==> src/shared/ptce_pkg.sv <==
// package: register map, field positions and timing constants for the time clock unit
package ptce_pkg;
    // register byte offsets on the apb bus
    localparam logic [7:0] OFS_CMD         = 8'h00; // snapshot command
    localparam logic [7:0] OFS_CFG         = 8'h04; // reload/add and pin setup
    localparam logic [7:0] OFS_TIME_HI     = 8'h08;
    localparam logic [7:0] OFS_TIME_LO     = 8'h0C;
    localparam logic [7:0] OFS_ADDEND      = 8'h10;
    localparam logic [7:0] OFS_TGT_HI      = 8'h14;
    localparam logic [7:0] OFS_TGT_LO      = 8'h18;
    localparam logic [7:0] OFS_NXT_HI      = 8'h1C;
    localparam logic [7:0] OFS_NXT_LO      = 8'h20;
    localparam logic [7:0] OFS_IRQ         = 8'h24; // status [8:0], enable [24:16]
    localparam logic [7:0] OFS_SYS_IRQ     = 8'h28; // summary bit, read only
    localparam logic [7:0] OFS_CAP8_HI     = 8'h2C;
    localparam logic [7:0] OFS_CAP8_LO     = 8'h30;
    localparam logic [7:0] OFS_CAP9_HI     = 8'h34;
    localparam logic [7:0] OFS_CAP9_LO     = 8'h38;
    localparam logic [7:0] OFS_PORT_EVT    = 8'h3C; // write-one to raise port stamp flags

    // command bit
    localparam int CMD_SNAP_BIT = 0;
    // configuration fields
    localparam int CFG_RELOAD_BIT   = 0;  // 1 reload, 0 add
    localparam int CFG_OE_LSB       = 1;  // [2:1] pin 8/9 output enable
    localparam int CFG_CLR_EN_LSB   = 3;  // [4:3] pin input clears timer flag
    localparam int CFG_POL_LSB      = 5;  // [6:5] pin polarity, 1 = active high/rising
    localparam int CFG_MODE8_LSB    = 7;  // [8:7] pin 8 output mode
    localparam int CFG_MODE9_LSB    = 9;  // [10:9] pin 9 output mode
    localparam logic [31:0] CFG_RESET = 32'h0000_0000;

    // interrupt flag positions
    localparam int IRQ_PORT_LSB  = 0;   // [5:0] tx/rx flags of three ports
    localparam int IRQ_CAP8_BIT  = 6;
    localparam int IRQ_CAP9_BIT  = 7;
    localparam int IRQ_TIMER_BIT = 8;
    localparam int IRQ_FLAGS     = 9;
    localparam int IRQ_EN_LSB    = 16;

    // pin output modes
    localparam logic [1:0] MODE_PULSE  = 2'h0;
    localparam logic [1:0] MODE_TOGGLE = 2'h1;
    localparam logic [1:0] MODE_FOLLOW = 2'h2;

    localparam logic [31:0] ADDEND_RESET = 32'h0000_0000;

    // timing
    localparam int CLK_PERIOD_NS  = 10;
    localparam int PULSE_NS       = 100;
    localparam int PULSE_CYCLES   = PULSE_NS / CLK_PERIOD_NS;
    localparam int MIN_ACTIVE_NS  = 40;
    localparam int FILTER_CYCLES  = (MIN_ACTIVE_NS + CLK_PERIOD_NS - 1) / CLK_PERIOD_NS;
endpackage
==> src/logic/ptce_clock_event_unit.sv <==
// time clock unit: accumulator clock, target comparator, interrupts, timing pins
//
// The register offsets and the APB interface to the registers were chosen for this implementation.
module ptce_clock_event_unit
    import ptce_pkg::*;
#(
    parameter int FILTER = FILTER_CYCLES,
    parameter int PULSE  = PULSE_CYCLES
) (
    input  wire logic        clock,
    input  wire logic        rst,
    input  wire logic        psel,
    input  wire logic        penable,
    input  wire logic        pwrite,
    input  wire logic [7:0]  paddr,
    input  wire logic [31:0] pwdata,
    output logic [31:0]      prdata,
    output logic             pready,
    output logic             pslverr,
    input  wire logic [1:0]  timePinIn,
    output logic [1:0]       timePinOut,
    output logic [1:0]       timePinOutEnN,
    output logic             timeUnitEventSummary
);
    // ------------------------------------------------------------
    // state
    // ------------------------------------------------------------
    logic [63:0] timeCount_r, snap_r, target_r, nextTgt_r;
    logic [31:0] accum_r, addend_r, cfg_r, wrHi_r, wrLo_r;
    logic [31:0] tgtHiBuf_r, tgtLoBuf_r, nxtHiBuf_r, nxtLoBuf_r;
    logic [1:0]  timeHalf_r, tgtHalf_r, nxtHalf_r;
    logic [IRQ_FLAGS-1:0] irqSts_r, irqEn_r;
    logic [63:0] cap_r [2];
    logic [1:0]  pinSync1_r, pinSync2_r, pinLvl_r;
    logic [7:0]  filt_r [2];
    logic [7:0]  pulseCnt_r [2];
    logic [1:0]  toggle_r;

    logic        access, wrAcc, match, timeLoad;
    logic [32:0] accSum;
    logic [1:0]  pinEdge, pinActive;

    assign access = psel && penable;
    assign wrAcc  = access && pwrite;
    assign accSum = {1'b0, accum_r} + {1'b0, addend_r};
    assign match  = (timeCount_r == target_r);
    assign timeLoad = wrAcc && ((paddr == OFS_TIME_HI && timeHalf_r[0]) ||
                                (paddr == OFS_TIME_LO && timeHalf_r[1]));

    // ------------------------------------------------------------
    // apb slave
    // ------------------------------------------------------------
    // one wait-free access, error on unmapped offsets
    always_ff @(posedge clock or posedge rst) begin
        if (rst) begin
            pready  <= 1'b0;
            pslverr <= 1'b0;
            prdata  <= 32'h0000_0000;
        end else begin
            pready  <= psel && !penable;
            pslverr <= 1'b0;
            if (psel && !penable) begin
                pslverr <= (paddr > OFS_PORT_EVT) || (paddr[1:0] != 2'h0);
                case (paddr)
                    OFS_CFG:     prdata <= cfg_r;
                    OFS_TIME_HI: prdata <= snap_r[63:32];
                    OFS_TIME_LO: prdata <= snap_r[31:0];
                    OFS_ADDEND:  prdata <= addend_r;
                    OFS_TGT_HI:  prdata <= target_r[63:32];
                    OFS_TGT_LO:  prdata <= target_r[31:0];
                    OFS_NXT_HI:  prdata <= nextTgt_r[63:32];
                    OFS_NXT_LO:  prdata <= nextTgt_r[31:0];
                    OFS_IRQ:     prdata <= {7'h00, irqEn_r, 7'h00, irqSts_r};
                    OFS_SYS_IRQ: prdata <= {31'h0, timeUnitEventSummary};
                    OFS_CAP8_HI: prdata <= cap_r[0][63:32];
                    OFS_CAP8_LO: prdata <= cap_r[0][31:0];
                    OFS_CAP9_HI: prdata <= cap_r[1][63:32];
                    OFS_CAP9_LO: prdata <= cap_r[1][31:0];
                    default:     prdata <= 32'h0000_0000;
                endcase
            end
        end
    end

    // ------------------------------------------------------------
    // configuration, addend
    // ------------------------------------------------------------
    always_ff @(posedge clock or posedge rst) begin
        if (rst) begin
            cfg_r    <= CFG_RESET;
            addend_r <= ADDEND_RESET;
        end else if (wrAcc && pready) begin
            if (paddr == OFS_CFG)    cfg_r    <= pwdata;
            if (paddr == OFS_ADDEND) addend_r <= pwdata; // rate trim
        end
    end

    // ------------------------------------------------------------
    // accumulator and time count
    // ------------------------------------------------------------
    always_ff @(posedge clock or posedge rst) begin
        if (rst) begin
            accum_r     <= 32'h0000_0000;
            timeCount_r <= 64'h0000_0000_0000_0000;
            wrHi_r      <= 32'h0000_0000;
            wrLo_r      <= 32'h0000_0000;
            timeHalf_r  <= 2'h0;
        end else begin
            accum_r <= accSum[31:0];
            if (timeLoad && pready) begin
                // second half completes the write
                timeCount_r <= (paddr == OFS_TIME_HI) ? {pwdata, wrLo_r} : {wrHi_r, pwdata};
                timeHalf_r  <= 2'h0;
            end else begin
                if (accSum[32])
                    timeCount_r <= timeCount_r + 64'h1;
                if (wrAcc && pready && paddr == OFS_TIME_HI) begin
                    wrHi_r <= pwdata;
                    timeHalf_r[1] <= 1'b1;
                end
                if (wrAcc && pready && paddr == OFS_TIME_LO) begin
                    wrLo_r <= pwdata;
                    timeHalf_r[0] <= 1'b1;
                end
            end
        end
    end

    // snapshot on command write
    always_ff @(posedge clock or posedge rst) begin
        if (rst)
            snap_r <= 64'h0000_0000_0000_0000;
        else if (wrAcc && pready && paddr == OFS_CMD && pwdata[CMD_SNAP_BIT])
            snap_r <= timeCount_r;
    end

    // ------------------------------------------------------------
    // target and next-target registers
    // ------------------------------------------------------------
    always_ff @(posedge clock or posedge rst) begin
        if (rst) begin
            target_r   <= 64'h0000_0000_0000_0000;
            nextTgt_r  <= 64'h0000_0000_0000_0000;
            tgtHiBuf_r <= 32'h0000_0000;
            tgtLoBuf_r <= 32'h0000_0000;
            nxtHiBuf_r <= 32'h0000_0000;
            nxtLoBuf_r <= 32'h0000_0000;
            tgtHalf_r  <= 2'h0;
            nxtHalf_r  <= 2'h0;
        end else begin
            // compare event updates target
            if (match) begin
                if (cfg_r[CFG_RELOAD_BIT])
                    target_r <= nextTgt_r;
                else
                    target_r <= target_r + {32'h0, nextTgt_r[31:0]};
            end
            if (wrAcc && pready) begin
                // host write after both halves wins over reload
                case (paddr)
                    OFS_TGT_HI: if (tgtHalf_r[0]) begin
                        target_r <= {pwdata, tgtLoBuf_r};
                        tgtHalf_r <= 2'h0;
                    end else begin
                        tgtHiBuf_r <= pwdata;
                        tgtHalf_r[1] <= 1'b1;
                    end
                    OFS_TGT_LO: if (tgtHalf_r[1]) begin
                        target_r <= {tgtHiBuf_r, pwdata};
                        tgtHalf_r <= 2'h0;
                    end else begin
                        tgtLoBuf_r <= pwdata;
                        tgtHalf_r[0] <= 1'b1;
                    end
                    OFS_NXT_HI: if (nxtHalf_r[0]) begin
                        nextTgt_r <= {pwdata, nxtLoBuf_r};
                        nxtHalf_r <= 2'h0;
                    end else begin
                        nxtHiBuf_r <= pwdata;
                        nxtHalf_r[1] <= 1'b1;
                    end
                    OFS_NXT_LO: if (nxtHalf_r[1]) begin
                        nextTgt_r <= {nxtHiBuf_r, pwdata};
                        nxtHalf_r <= 2'h0;
                    end else begin
                        nxtLoBuf_r <= pwdata;
                        nxtHalf_r[0] <= 1'b1;
                    end
                    default: ;
                endcase
            end
        end
    end

    // ------------------------------------------------------------
    // timing pin inputs: sync, 40 ns filter, edge
    // ------------------------------------------------------------
    always_ff @(posedge clock or posedge rst) begin
        if (rst) begin
            pinSync1_r <= 2'h0;
            pinSync2_r <= 2'h0;
        end else begin
            pinSync1_r <= timePinIn;
            pinSync2_r <= pinSync1_r;
        end
    end

    // active level after polarity
    assign pinActive = ~(pinSync2_r ^ cfg_r[CFG_POL_LSB +: 2]);

    for (genvar i = 0; i < 2; i++) begin : g_pin
        // level accepted only after it stays active past the minimum width
        always_ff @(posedge clock or posedge rst) begin
            if (rst) begin
                filt_r[i]   <= 8'h00;
                pinLvl_r[i] <= 1'b1;                                     // no false edge out of reset
            end else if (!pinActive[i]) begin
                filt_r[i]   <= 8'h00;
                pinLvl_r[i] <= 1'b0;
            end else if (filt_r[i] < 8'(FILTER)) begin
                filt_r[i] <= filt_r[i] + 8'h01;
            end else begin
                pinLvl_r[i] <= 1'b1;
            end
        end
        assign pinEdge[i] = pinActive[i] && !pinLvl_r[i] && filt_r[i] == 8'(FILTER)
                            && !cfg_r[CFG_OE_LSB + i];

        // capture on accepted edge
        always_ff @(posedge clock or posedge rst) begin
            if (rst)
                cap_r[i] <= 64'h0000_0000_0000_0000;
            else if (pinEdge[i])
                cap_r[i] <= timeCount_r;
        end

        // output pin: pulse, toggle or follow
        always_ff @(posedge clock or posedge rst) begin
            if (rst) begin
                pulseCnt_r[i]    <= 8'h00;
                toggle_r[i]      <= 1'b0;
                timePinOut[i]    <= 1'b0;
                timePinOutEnN[i] <= 1'b1;
            end else begin
                if (match)
                    pulseCnt_r[i] <= 8'(PULSE);
                else if (pulseCnt_r[i] != 8'h00)
                    pulseCnt_r[i] <= pulseCnt_r[i] - 8'h01;
                if (match)
                    toggle_r[i] <= ~toggle_r[i];
                timePinOutEnN[i] <= ~cfg_r[CFG_OE_LSB + i];
                case (cfg_r[(i == 0 ? CFG_MODE8_LSB : CFG_MODE9_LSB) +: 2])
                    MODE_PULSE:  timePinOut[i] <= (match || pulseCnt_r[i] > 8'h01)
                                                  == cfg_r[CFG_POL_LSB + i];
                    MODE_TOGGLE: timePinOut[i] <= (toggle_r[i] ^ match)
                                                  == cfg_r[CFG_POL_LSB + i];
                    MODE_FOLLOW: timePinOut[i] <= irqSts_r[IRQ_TIMER_BIT]
                                                  == cfg_r[CFG_POL_LSB + i];
                    default:     timePinOut[i] <= ~cfg_r[CFG_POL_LSB + i];
                endcase
            end
        end
    end

    // ------------------------------------------------------------
    // interrupt status, enable, summary
    // ------------------------------------------------------------
    // sticky flags, write one to clear, set beats clear
    always_ff @(posedge clock or posedge rst) begin
        if (rst) begin
            irqSts_r <= '0;
            irqEn_r  <= '0;
        end else begin
            if (wrAcc && pready && paddr == OFS_IRQ) begin
                irqEn_r  <= pwdata[IRQ_EN_LSB +: IRQ_FLAGS];
                irqSts_r <= irqSts_r & ~pwdata[IRQ_FLAGS-1:0];
            end
            // pin clear only with its clear enable
            if ((pinEdge[0] && cfg_r[CFG_CLR_EN_LSB]) ||
                (pinEdge[1] && cfg_r[CFG_CLR_EN_LSB + 1]))
                irqSts_r[IRQ_TIMER_BIT] <= 1'b0;
            if (wrAcc && pready && paddr == OFS_PORT_EVT)
                irqSts_r[IRQ_PORT_LSB +: 6] <= irqSts_r[IRQ_PORT_LSB +: 6] | pwdata[5:0];
            if (pinEdge[0]) irqSts_r[IRQ_CAP8_BIT] <= 1'b1;
            if (pinEdge[1]) irqSts_r[IRQ_CAP9_BIT] <= 1'b1;
            if (match) irqSts_r[IRQ_TIMER_BIT] <= 1'b1;
        end
    end

    always_ff @(posedge clock or posedge rst) begin
        if (rst)
            timeUnitEventSummary <= 1'b0;
        else
            timeUnitEventSummary <= |(irqSts_r & irqEn_r);
    end
endmodule

==> config.mk <==
export PLATFORM = sky130hd
export DESIGN_NAME = ptce_clock_event_unit
export DESIGN_NICKNAME = d
export VERILOG_FILES = /design/src/shared/ptce_pkg.sv /design/src/logic/ptce_clock_event_unit.sv
export SDC_FILE = /design/constraint.sdc
export NUM_CORES = 2
export LEC_CHECK = 0
export ABC_CLOCK_PERIOD_IN_PS = 33300
export BUFFER_PORTS_ARGS = -buffer_cell sky130_fd_sc_hd__clkbuf_2
export CORE_ASPECT_RATIO = 0.8
export CORE_MARGIN = 10
export CORE_UTILIZATION = 41
export CTS_CLUSTER_DIAMETER = 150
export CTS_CLUSTER_SIZE = 20
export DETAILED_ROUTE_END_ITERATION = 10
export HOLD_SLACK_MARGIN = 0.03
export PLACE_DENSITY = 0.61
export SYNTH_ARGS = -nofsm -noshare
export SYNTH_HDL_FRONTEND = slang
export SYNTH_SLANG_ARGS = --single-unit
==> constraint.sdc <==
create_clock -name clock -period 33.3 [get_ports clock]
set_input_delay 4.995 -clock clock [delete_from_list [all_inputs] [get_ports clock]]
set_output_delay 4.995 -clock clock [all_outputs]
set_load 0.1 [all_outputs]
==> summary.md <==
| Metric | Value |
|---|---|
| Root Driver | `clkbuf_16` |
| Min-Delay Path Class | `reg -> reg` |
| Clk slew on worst S/H paths | `roughly 0.09 ns` |
| Height of the die | `around 300 um` |
| Initial antenna violation count | `13` |
| Final worst path period need | `between 8 and 9 ns` |
| Total Neg Setup Slack | `0 ns` |
| Layout Skew | `0.0412 ns` |
| Seq/Total Area, Yosys | `a little under half` |
| Critical Path RT | `roughly 34 ns` |
| Crit share post-route | `approximately 26%` |
| CP Max Fanout | `between 40 and 50` |
| Hpwl dp | `116,000 um` |
| Post-synth ARST share | `between 90% and 100%` |
| Synth Area in Compound Gates | `18.5%` |
| Flop2flop setup slack | `28.52 ns` |
| H-tree depth reported by CTS | `2` |
| Hold Startpoint | `pinSync1_r[0]$_DFF_PP0_` |
| Final setup fails | `0` |
| Mux contribution to synthesized area | `between 10 and 15%` |
| Final hold violations | `0` |
| Total Routing Usage GR | `approximately 28%` |
| Worst-case vdd ir drop | `0.0000366 V` |
| Worst Tran Pin Value | `between 1 and 1.5 ns` |
| Core area | `about 0.10 mm2` |
| First-pass GRT wire length | `between 200,000 and 250,000 um` |
| #FFs+latches synth | `approximately 780` |
| Worst hold path depth | `0` |
| Startpoint type of the worst setup path | `input pin` |
| Effective utilization at floorplan | `between 40% and 50%` |
| Layout area overhead | `6.89%` |
| Drt via density | `~6.6` |
| Pre-Repair DR Iteration Count | `7` |
| Post_cts resized | `0` |
| PwrDens | `about 37 mW/mm2` |
| RSZ-0062 raised after global routing | `no` |
| Post-Synth Adder-Cell Area | `between 2 and 2.5%` |
| PortBufs | `between 80 and 90` |
| Hold buffer count at CTS | `0` |
| Relative slew slack | `a little under an eighth` |
| IO Pins | `86` |
| Max-Cap Viols | `0` |
| Yosys warning count | `0` |
| Cell Count, Final, Fillers Out | `5,392` |
| Largest family of logic cells by synthesized area | `compound AO/OA/AOI/OAI gates` |
| EDFF count, synth | `0` |
| Post-Route WL | `between 150,000 and 200,000 um` |
| Final ANT Viol Nets | `0` |
| Post-synthesis cell count | `~4,200` |
| Synthesized-area fraction occupied by and/or/nand/nor cells | `between 10% and 20%` |
| Worst stage delay on the critical path | `about 0.57 ns` |
| FF-to-FF Start | `target_r[41]$_DFF_PP0_` |
| Die Span X | `376 um` |
| Vias in the first global route | `33,200` |
| Syn Area/Cell | `9.95 um2` |
| WP data arrival | `about 9.0 ns` |
| CTS tree | `yes` |
| Yosys cell types | `87` |
| Wire per inst | `about 31 um` |
| Reg-to-Reg End | `target_r[24]$_DFF_PP0_` |
| Die area | `around 0.11 mm2` |
| Max stage delay cell, worst path | `or2_2` |
| Reg2Reg Depth | `10` |
| Most frequent cells in the layout | `770 x dfrtp_1, 489 x nand2_1, 442 x mux2_2` |
| Slew Limit Fails | `0` |
| Hold EP | `pinSync2_r[0]$_DFF_PP0_` |
| DRC viols | `0` |
| Number of core rows | `104` |
| Setup bufs post-CTS | `0` |
| Mapped Area | `0.0415 mm2` |
| GPL Wtd Cong | `around 1` |
| Worst-skew pair later-pin latency | `~0.66 ns` |
| Bufs on Longest Clock Path | `3` |
| Crit path cell chain | `clkbuf_2 -> nand4_1 -> buf_4 -> nor2_1 -> nand3_1 -> or2_2 -> buf_4 -> nand4b_1 -> a211oi_4 -> buf_4 -> or2_2 -> buf_4 -> o21ai_0` |
| Main synth FF type | `dfrtp_1` |
| TritonCTS Buffers | `between 40 and 50` |
| CP most frequent cell | `buf_4` |
| Crit end category | `flop` |
| Worst path bufs/invs | `5` |
| Inst Count DP | `between 5,000 and 6,000` |
| Commonest non-fill, non-tap cell in the layout | `dfrtp_1` |
| Largest net degree at the start of global routing | `roughly 170` |
| Largest delay share family, worst path | `buffers and inverters` |
| Final nets | `approximately 4,200` |
| Global route overflow | `0` |
| Layout cell share with drive strength beyond 1 | `18.0%` |
| Status | `completed` |
| Peak Freq | `~0.12 GHz` |
| Via count | `35,800` |
| Critical path class | `in -> reg` |
| Static leakage | `roughly 20 nW` |
| Syn_nets | `roughly 4,300` |
| Synth Area in XOR/XNOR | `2.53%` |
| Clock Sinks | `about 780` |
| Initial DRC count | `5,124` |
final cells by class:
class                   instances  area [um2]
flip-flops and latches        775       19400
multi-input cells            2996       20800
clock inverters                 2        23.8
fillers                      9635       56200
inverters                      59         229
repair buffers                170        1080
clock buffers                  61        1210
diodes                          4        10.0
well taps                    1325        1660
synth_stat cells (63+ instances only):
| cell | count | area (um2) |
|---|---|---|
| dfrtp_1 | 771 | 19300 |
| nand2_1 | 492 | 1850 |
| mux2_2 | 442 | 4980 |
| clkbuf_1 | 295 | 1110 |
| nor2_1 | 253 | 950 |
| o21ai_0 | 182 | 911 |
| a21oi_1 | 160 | 801 |
| a22oi_1 | 154 | 1160 |
| a31oi_1 | 143 | 895 |
| nand3_1 | 106 | 531 |
| nor3_1 | 100 | 500 |
| xnor2_1 | 80 | 701 |
| ha_1 | 79 | 988 |
| a21o_1 | 63 | 473 |
power by group:
group	internal (mW)	leakage (nW)	switching (mW)
clock	0.254	0.592	0.334
sequential	0.958	10.5	0.0130
combinational	0.0287	8.90	0.0702
per-stage QoR:
| stage | cell area (um2) | power, mW | util [%] | worst slack (ns) | hold WS [ns] |
|---|---|---|---|---|---|
| 6_report | 44400 | 1.66 | 44.1 | 24.78 | 0.375 |
| 5_1_grt | 44400 | 1.71 | 44.1 | 24.65 | 0.390 |
| 4_1_cts | 44400 | 1.67 | 44.1 | 24.93 | 0.377 |
| 3_5_place_dp | 43200 | 1.09 | 42.9 | 24.25 | 0.348 |
| 3_3_place_gp | 43200 | 1.09 | 42.9 | 24.31 | 0.355 |
| 2_1_floorplan | 41500 | 1.05 | - | 6.55 | 0.331 |
routing by layer:
metal	global-route usage, %	wire (um)
met5	0	114
met4	9.77	6420
met3	7.48	20200
met2	39.6	68400
met1	41.9	73400
flip-flops by register name, summed over array words and instances, names as in the netlist, 64 cells and up, named ones only:
| name | cells |
|---|---|
| cap_r | 128 |
| nextTgt_r | 64 |
| snap_r | 64 |
| target_r | 64 |
| timeCount_r | 64 |
cells by family (layout without fill, tap and decap cells):
logic type / Yosys count / count (layout)
mux: 465 / 465
xor+xnor: 120 / 120
buf+inv: 406 / 292
flops: 775 / 775
compound gates: 1109 / 1109
other cells: 0 / 4
fa+ha+maj: 81 / 81
simple gates: 1221 / 1221
how the worst max path moves through the flow:
stage	startpoint	endpoint	slack (ns)	depth (start not counted)
6_report	penable	timeCount_r[20]$_DFFE_PP0P_	24.78	13
5_1_grt	paddr[7]	timeCount_r[22]$_DFFE_PP0P_	24.65	13
4_1_cts	paddr[7]	timeCount_r[22]$_DFFE_PP0P_	24.93	13
3_5_place_dp	paddr[7]	timeCount_r[22]$_DFFE_PP0P_	24.25	13
3_3_place_gp	paddr[7]	timeCount_r[16]$_DFFE_PP0P_	24.31	13
2_1_floorplan	rst	async pin	6.55	1
Power figures use the tool's default switching activity.
